<file path="config.mk">
export PLATFORM = sky130hd
export DESIGN_NAME = ust_top
export DESIGN_NICKNAME = d
export VERILOG_FILES = /design/src/rtl/ust_pkg.sv /design/src/rtl/ust_ctl_if.sv /design/src/rtl/ust_core.sv /design/src/rtl/ust_top.sv
export SDC_FILE = /design/constraint.sdc
export NUM_CORES = 1
export LEC_CHECK = 0
export BUFFER_PORTS_ARGS = -buffer_cell sky130_fd_sc_hd__buf_4
export CAP_MARGIN = 20
export CORE_MARGIN = 2
export CORE_UTILIZATION = 34
export CTS_CLUSTER_SIZE = 40
export DETAILED_ROUTE_END_ITERATION = 12
export PLACE_DENSITY_LB_ADDON = 0.25
export REMOVE_ABC_BUFFERS = 1
export SETUP_SLACK_MARGIN = 0.3
export SYNTH_ARGS = -nofsm -noshare
export SYNTH_HDL_FRONTEND = slang
export SYNTH_HIERARCHICAL = 1
export SYNTH_SLANG_ARGS = --single-unit
</file>
<file path="constraint.sdc">
create_clock -name CLK_SYS -period 2.7 [get_ports CLK_SYS]
set_input_delay 0.27 -clock CLK_SYS [delete_from_list [all_inputs] [get_ports CLK_SYS]]
set_output_delay 0.27 -clock CLK_SYS [all_outputs]
set_load 0.005 [all_outputs]
</file>
<file path="src/rtl/ust_pkg.sv">
// Constants for the USB frame token threshold and configuration block.
// Assumes a single 125 MHz system clock and an AHB-Lite register bus.
// How it works
// - Hold eight-bit count, ten plus packet size.
// - Count acts only in host role.
// - Config bit 7 runs eye-pattern test.
// - Config bit 6 enables active-low drive indicator.
// - Tristate control forces indicator active always.
// - Config bit 4 halts module during idle.
package ust_pkg;
  // ==========================================================
  // Register map
  localparam logic [7:0] UST_THRESH_OFS = 8'h00;
  localparam logic [7:0] UST_CFG1_OFS = 8'h04;
  localparam logic [7:0] UST_CFG2_OFS = 8'h08;
  localparam logic [7:0] UST_STAT_OFS = 8'h0C;
  // ==========================================================
  // Field positions
  localparam int UST_EYE_BIT = 7;
  localparam int UST_MON_BIT = 6;
  localparam int UST_SIDL_BIT = 4;
  localparam int UST_TRIS_BIT = 0;
  localparam int UST_STAT_HOST_BIT = 0;
  localparam int UST_STAT_RUN_BIT = 1;
  localparam int UST_STAT_ALLOW_BIT = 2;
  localparam int UST_STAT_EYE_BIT = 3;
  localparam int UST_STAT_OE_BIT = 4;
  // ==========================================================
  // Reset values and constants
  localparam logic [7:0] UST_THRESH_RST = 8'h00;
  localparam logic [7:0] UST_CFG_RST = 8'h00;
  localparam logic [7:0] UST_THRESH_BASE = 8'h0A;
  localparam logic [1:0] UST_HTRANS_NONSEQ = 2'h2;
  localparam int UST_COUNT_W = 8;
endpackage

</file>
<file path="src/rtl/ust_ctl_if.sv">
// Interface carrying configuration from the register file to the core.
// Assumes both ends run on the same clock.
`timescale 1ns/1ps
interface ust_ctl_if;
  logic [7:0] sof_threshold_count;
  logic eye_pattern_test_enable;
  logic drive_indicator_monitor_enable;
  logic stop_in_idle;
  logic transceiver_tristate_control;
  logic run;
  logic token_allowed;
  logic eye_active;
  logic oe_active;
  modport regs
  (
    output sof_threshold_count, eye_pattern_test_enable, drive_indicator_monitor_enable,
    output stop_in_idle, transceiver_tristate_control,
    input run, token_allowed, eye_active, oe_active
  );
  modport core
  (
    input sof_threshold_count, eye_pattern_test_enable, drive_indicator_monitor_enable,
    input stop_in_idle, transceiver_tristate_control,
    output run, token_allowed, eye_active, oe_active
  );
endinterface

</file>
<file path="src/rtl/ust_core.sv">
// Link-side gating: token threshold, indicator, eye test, idle stop.
// Assumes config comes from registers on the same clock.
`timescale 1ns/1ps
module ust_core
  import ust_pkg::*;
(
  input wire logic clk,
  input wire logic rst,
  ust_ctl_if.core ctl,
  input wire logic host_mode,
  input wire logic cpu_idle,
  input wire logic [15:0] bytes_to_sof,
  input wire logic line_drive,
  output logic oe_n
);
  import ust_pkg::*;

  typedef struct packed
  {
    logic oe_n;
  } ust_core_s;

  ust_core_s st_reg;
  ust_core_s st_next;

  // ==========================================================
  // Gating terms
  always_comb
  begin
    ctl.run = !(ctl.stop_in_idle && cpu_idle);
    ctl.token_allowed = ctl.run && host_mode &&
      (bytes_to_sof >= {8'h00, ctl.sof_threshold_count});
    ctl.eye_active = ctl.run && ctl.eye_pattern_test_enable;
    ctl.oe_active = ctl.transceiver_tristate_control ||
      (ctl.drive_indicator_monitor_enable && ctl.run && (line_drive || ctl.eye_active));
    st_next = st_reg;
    st_next.oe_n = !ctl.oe_active;
  end

  // Indicator is registered so the pin never glitches
  always_ff @(posedge clk or posedge rst)
  begin
    if (rst)
    begin
      st_reg <= '{oe_n: 1'b1};
    end
    else
    begin
      st_reg <= st_next;
    end
  end

  assign oe_n = st_reg.oe_n;
endmodule

</file>
<file path="src/rtl/ust_top.sv">
// Top: AHB-Lite register file for the threshold and config registers.
// Assumes a single AHB-Lite master and one slave; zero-wait answers.
//
// Chosen here: the register addresses and the AHB-Lite register port.
`timescale 1ns/1ps
module ust_top
  import ust_pkg::*;
(
  input wire logic CLK_SYS,
  input wire logic RST,
  input wire logic HSEL,
  input wire logic [31:0] HADDR,
  input wire logic [1:0] HTRANS,
  input wire logic HWRITE,
  input wire logic [2:0] HSIZE,
  input wire logic [31:0] HWDATA,
  input wire logic HREADY,
  output logic [31:0] HRDATA,
  output logic HREADYOUT,
  output logic HRESP,
  input wire logic HOST_MODE,
  input wire logic CPU_IDLE,
  input wire logic [15:0] BYTES_TO_SOF,
  input wire logic LINE_DRIVE,
  output logic TOKEN_ALLOWED,
  output logic EYE_TEST_ACTIVE,
  output logic MODULE_RUN,
  output logic OE_N
);
  import ust_pkg::*;

  typedef struct packed
  {
    logic [7:0] thresh;
    logic eye;
    logic mon;
    logic sidl;
    logic tris;
    logic wr_pend;
    logic [7:0] wr_addr;
    logic [31:0] rdata;
  } ust_top_s;

  ust_top_s st_reg;
  ust_top_s st_next;
  ust_ctl_if ctl ();

  // Status word assembled from live core state
  function automatic logic [31:0] rd_mux(input ust_top_s s, input logic [7:0] a, input logic [4:0] stv);
    logic [31:0] v;
    v = 32'h0000_0000;
    case (a)
      UST_THRESH_OFS: v[7:0] = s.thresh;
      UST_CFG1_OFS:
      begin
        v[UST_EYE_BIT] = s.eye;
        v[UST_MON_BIT] = s.mon;
        v[UST_SIDL_BIT] = s.sidl;
      end
      UST_CFG2_OFS: v[UST_TRIS_BIT] = s.tris;
      UST_STAT_OFS: v[4:0] = stv;
      default: v = 32'h0000_0000;
    endcase
    return v;
  endfunction

  logic take;
  logic [4:0] stat_v;

  // ==========================================================
  // Bus decode and register update
  always_comb
  begin
    take = HSEL && HREADY && (HTRANS == UST_HTRANS_NONSEQ);
    stat_v = 5'h00;
    stat_v[UST_STAT_HOST_BIT] = HOST_MODE;
    stat_v[UST_STAT_RUN_BIT] = ctl.run;
    stat_v[UST_STAT_ALLOW_BIT] = ctl.token_allowed;
    stat_v[UST_STAT_EYE_BIT] = ctl.eye_active;
    stat_v[UST_STAT_OE_BIT] = ctl.oe_active;
    st_next = st_reg;
    st_next.wr_pend = 1'b0;
    // Write data arrive in the data phase, one cycle after the address
    if (st_reg.wr_pend)
    begin
      case (st_reg.wr_addr)
        UST_THRESH_OFS: st_next.thresh = HWDATA[7:0];
        UST_CFG1_OFS:
        begin
          st_next.eye = HWDATA[UST_EYE_BIT];
          st_next.mon = HWDATA[UST_MON_BIT];
          st_next.sidl = HWDATA[UST_SIDL_BIT];
        end
        UST_CFG2_OFS: st_next.tris = HWDATA[UST_TRIS_BIT];
        default: st_next.tris = st_reg.tris;
      endcase
    end
    if (take)
    begin
      st_next.wr_pend = HWRITE;
      st_next.wr_addr = {HADDR[7:2], 2'b00};
      // Read mux sees a write landing in this same cycle, so write-then-read returns new data
      st_next.rdata = HWRITE ? 32'h0000_0000 : rd_mux(st_next, {HADDR[7:2], 2'b00}, stat_v);
    end
  end

  // State register; all fields clear at reset
  always_ff @(posedge CLK_SYS or posedge RST)
  begin
    if (RST)
    begin
      st_reg <= '{thresh: UST_THRESH_RST, eye: 1'b0, mon: 1'b0, sidl: 1'b0, tris: 1'b0,
                  wr_pend: 1'b0, wr_addr: 8'h00, rdata: 32'h0000_0000};
    end
    else
    begin
      st_reg <= st_next;
    end
  end

  // ==========================================================
  // Config to core
  assign ctl.sof_threshold_count = st_reg.thresh;
  assign ctl.eye_pattern_test_enable = st_reg.eye;
  assign ctl.drive_indicator_monitor_enable = st_reg.mon;
  assign ctl.stop_in_idle = st_reg.sidl;
  assign ctl.transceiver_tristate_control = st_reg.tris;

  ust_core u_core
  (
    .clk(CLK_SYS),
    .rst(RST),
    .ctl(ctl),
    .host_mode(HOST_MODE),
    .cpu_idle(CPU_IDLE),
    .bytes_to_sof(BYTES_TO_SOF),
    .line_drive(LINE_DRIVE),
    .oe_n(OE_N)
  );

  // Zero-wait slave, always OKAY
  assign HRDATA = st_reg.rdata;
  assign HREADYOUT = 1'b1;
  assign HRESP = 1'b0;
  assign TOKEN_ALLOWED = ctl.token_allowed;
  assign EYE_TEST_ACTIVE = ctl.eye_active;
  assign MODULE_RUN = ctl.run;
endmodule

</file>
# After elaboration in Yosys (flattened, before gate mapping)
# Cells that the tools add are included.
dict set report totals {
  output_inout_bits 38
  reg_bits 52
  input_bits 93
  elab_cells 41
}
dict set report op_classes {
  mux 11
  magnitude_cmp 1
  n_reduce_logical 14
  eq_ne 6
}
# op count
set op_table {}
lappend op_table {{$mux W41} 1}
lappend op_table {{$eq A6 B2 Y1 const B} 3}
lappend op_table {{$ge A16 B8 Y1} 1}
lappend op_table {{$mux W8} 2}
lappend op_table {{$eq A6 B1 Y1 const B} 2}
lappend op_table {{$mux W12} 1}
lappend op_table {{$logic_and A1 B1 Y1} 8}
lappend op_table {{$logic_not A8 Y1} 1}
lappend op_table {{$logic_not A6 Y1} 1}
lappend op_table {{$pmux W1 S3} 2}
lappend op_table {{$pmux W3 S2} 1}
lappend op_table {{$pmux W2 S2} 1}
lappend op_table {{$mux W3} 1}
lappend op_table {{$eq A2 B2 Y1 const B} 1}
lappend op_table {{$logic_not A1 Y1} 2}
lappend op_table {{$logic_or A1 B1 Y1} 2}
lappend op_table {{$mux W1} 2}

# Longest topological paths before layout
dict set report depth {
  word_depth 9
  ltp_mapped 8
  depth_no_buf 8
}

# Cells and area by module
# Netlist, hierarchy kept.
# mod cells_each n_inst area_per_inst_um2 seq_area_each_um2
set by_module_without_submodules {}
lappend by_module_without_submodules {ust_top 133 1 1508.9 675.6}
lappend by_module_without_submodules {ust_core 36 1 269.0 26.3}

# Worst setup path before layout
# No wires, ideal clock.
dict set report synth_timing {
  path_kind {register to register}
  from {reg st_reg[39] (netlist name)}
  to {reg st_reg (netlist bit HRDATA[0])}
  t_arrival_ns 1.963
  synth_period_minus_slack_ns 2.089
  setup_slack_ns 0.611
  stages_incl_launch_ff 5
  n_path_buf 0
  setup_ns 0.126
  required_time_ns 2.574
  cell_sequence {dfrtp_1 -> or3_4 -> nor4_4 -> mux2_2 -> a221o_2}
}
# item line
set synth_rtl {}
lappend synth_rtl {{start, declared} ust_top.sv:44} ;# ust_top_s st_reg;
lappend synth_rtl {{start signal, assigned} ust_top.sv:112} ;# st_reg <= '{thresh: UST_THRESH_RST, eye: 1'b0, mon: 1'b0, sidl: 1'b0, tris: 1'b0,
lappend synth_rtl {{start signal, assigned} ust_top.sv:117} ;# st_reg <= st_next;

# Worst setup path in the final report
dict set report layout_timing {
  from {reg st_reg (netlist bit ctl.sof_threshold_count[2])}
  to {out TOKEN_ALLOWED}
}
dict set report layout_between {
  elab_chain_cells 2
}
# item line
set layout_rtl {}
lappend layout_rtl {{$ge A16 B8 Y1} ust_core.sv:32} ;# (bytes_to_sof >= {8'h00, ctl.sof_threshold_count});
lappend layout_rtl {{$logic_and A1 B1 Y1} ust_core.sv:31} ;# ctl.token_allowed = ctl.run && host_mode &&
lappend layout_rtl {{end, declared} ust_top.sv:25} ;# output logic TOKEN_ALLOWED,
# Every way passes these cells.

==> impl_metrics.env <==
export IMPL_drc=0
export IMPL_path_cells="inv_1 > ha_1 > a211o_1 > a31oi_1 > nor3_1 > o311a_1 > buf_4"
export IMPL_cp_max_fo=2
export IMPL_worst_path_max_delay_cell="dfrtp_1"
export IMPL_grt_pass1_wl_um=6280
export IMPL_min_delay_path_class="primary input to register"
export IMPL_crit_type="register to output port"
export IMPL_post_route_util_pct=43.3
export IMPL_final_setup_tns_ns=0
export IMPL_overflow=0
export IMPL_rsz0062_at_grt="no"
export IMPL_critPathMaxStageDelay_ns=0.36
export IMPL_ir_drop_mv=0.199
export IMPL_relSlewSlack_pct=57.6
export IMPL_gr_usage_all_layers_pct=13.4
export IMPL_avgSynthCellArea_um2=10.5
export IMPL_routedWlPerCell_um=13.4
export IMPL_whs_path_depth=2
export IMPL_synth_ff_type="dfrtp_1"
export IMPL_hpwl_um=3040
export IMPL_pwr_density_cell_nw_per_um2=475
export IMPL_async_reset_ff_share_pct=100
export IMPL_arrival_ns=1.94
export IMPL_end_kind="output port"
export IMPL_syn2layout_area_growth_pct=23.7
export IMPL_drive_gt1_share_pct=38.9
export IMPL_maxCapViolCount=0
export IMPL_nets=318
export IMPL_ys_ff_latch=28
export IMPL_vias_per_cell=4.66
export IMPL_fp_dieW_um=76.3
export IMPL_synth_edf_count=0
export IMPL_clk_insertion_delay_late_ns=0.27
export IMPL_gp_congestion=0.779
export IMPL_dieArea_um2=5820
export IMPL_hold_violations=0
export IMPL_cts_made_buffers=3
export IMPL_initial_core_util_pct=35.0
export IMPL_core_um2=5070
export IMPL_cp_num_buf_inv=2
export IMPL_antenna_found_initial=0
export IMPL_cp_top_family="compound AO/OA/AOI/OAI gates"
export IMPL_synth_cells=169
export IMPL_ios=131
export IMPL_num_rows=26
export IMPL_final_max_slew_viol_count=0
export IMPL_status="finished clean"
export IMPL_synth_seq_area_share_pct=39.5
export IMPL_fmax_mhz=453
export IMPL_drt_pass1_iterations=4
export IMPL_cp_depth=7
export IMPL_cts_resized=0
export IMPL_numPortBuffers=51
export IMPL_yosysUniqueCellTypes=42
export IMPL_clockBufferDepth=2
export IMPL_grt_pass1_vias=1339
export IMPL_critPathRequiredTime_ns=2.43
export IMPL_p_leak_nw=1.11
export IMPL_tritoncts="built"
export IMPL_die_y_um=76.3
export IMPL_clk_pin_slew_worst_paths_ns=0.09
export IMPL_ant_nets=0
export IMPL_cts_num_sinks=28
export IMPL_power_total_w=0.00105
export IMPL_hold_slack_ns=0.242
export IMPL_tightest_slew_ns=0.631
export IMPL_netlist_area_um2=1780
export IMPL_worstSetupStartpointType="register"
export IMPL_drt_iter0_markers=71
export IMPL_grt_max_degree=28
export IMPL_n_antenna_cell=0
export IMPL_setup_viol=0
export IMPL_r2r_cells=4
export IMPL_finalCriticalPeriod_ns=2.21
export IMPL_dr_total_vias=1332
export IMPL_fin_crit_sh_pct=81.8
export IMPL_yosysWarnings=6
export IMPL_root_buffer="clkbuf_8"
export IMPL_cts_max_level=1
export IMPL_finalClockSkew_ns=0.00182
export IMPL_wirelength_um=3830
[what timing repair did]
item / 4_1_cts / 5_1_grt
endpoints found under the hold margin: 1 / 0
setup buffers: 0 / 0
setup endpoints to repair: 0 / 1
hold buffers: 1 / 0
[power by group]
part	switching (W)	internal, W
Sequential	0.0000328	0.000467
Combinational	0.0000985	0.000120
Clock	0.000128	0.000198
[worst paths after layout]
kind / slack [ns] / startpoint / end
worst max-delay path: 0.49 / ctl.sof_threshold_count[2]$_DFF_PP0_ / TOKEN_ALLOWED
worst min-delay path: 0.24 / HADDR[6] / st_reg[38]$_DFFE_PP0P_
worst max register to register: 0.51 / st_reg[39]$_DFFE_PP0P_ / HRDATA[0]$_DFFE_PP0P_
worst min register to register: 0.53 / HRDATA[5]$_DFFE_PP0P_ / HRDATA[5]$_DFFE_PP0P_
max in group asynchronous: 1.77 / RST / ctl.sof_threshold_count[0]$_DFF_PP0_
min in group asynchronous: 0.51 / RST / HRDATA[4]$_DFFE_PP0P_
[worst register-to-register path, stage by stage (launching register included)]
cell and delay (ns):
dfrtp_1 0.40, or3_4 0.43, nor4_4 0.46, mux2_2 0.41, a221o_2 0.38
[area by class of cell]
class | count | area [um2]
Multi-Input combinational cell | 116 | 855
Tap cell | 70 | 87.6
Sequential cell | 28 | 702
Clock buffer | 3 | 41.3
Fill cell | 492 | 2880
Clock inverter | 1 | 30.0
Inverter | 13 | 48.8
Timing Repair Buffer | 55 | 435
[synthesized netlist by cell type (2+ instances only)]
master	number	area share (%)
nor2_1	5	1.1
nand2_1	5	1.1
clkbuf_1	2	0.42
conb_1	2	0.42
o211ai_1	3	1.3
inv_1	13	2.7
nor4_1	2	0.70
a221o_2	3	1.9
a22o_1	4	2.0
and2_1	4	1.4
dfrtp_1	27	38
or2_2	2	0.70
ha_1	8	5.6
mux2_2	16	10
a21o_1	3	1.3
nand3_1	3	0.84
buf_4	34	14
and3_1	3	1.1
nand2b_1	2	0.70
or4bb_1	2	1.3
nor3_1	5	1.4
[layer usage]
| metal | vias up | global-route usage, % | routed length, um |
|---|---|---|---|
| li1 | 635 | - | - |
| met1 | 625 | 18.0 | 1790 |
| met2 | 70 | 21.9 | 1720 |
| met3 | 2 | 3.44 | 304 |
| met4 | 0 | 3.27 | 10 |
| met5 | - | 0 | 0 |
[cell families after synthesis]
logic type | after synthesis | share of synthesized area, %
buf+inv | 49 | 17.5
mux | 17 | 10.7
simple gates | 43 | 15.7
flops | 28 | 39.5
other cells | 2 | 0.422
compound gates | 22 | 10.6
fa+ha+maj | 8 | 5.63
[cell usage in the layout (no fill, tap or decap), types with 4 or more instances in the layout]
master,instances
conb_1,26
nand2_1,5
a22o_1,4
nor2_1,5
nor3_1,5
mux2_2,16
and2_1,4
buf_4,53
dfrtp_1,27
inv_1,13
ha_1,8
[metrics by stage]
| stage | cell area, um2 | setup slack, ns | cells |
|---|---|---|---|
| 5_1_grt | 2200 | 0.339 | 286 |
| 6_report | 2200 | 0.490 | 286 |
| 3_3_place_gp | 2090 | 0.515 | 280 |
| 3_5_place_dp | 2090 | 0.512 | 280 |
| 2_1_floorplan | 1610 | 0.611 | 157 |
| 4_1_cts | 2170 | 0.403 | 285 |
No activity file was read; power rests on OpenSTA's default activity.
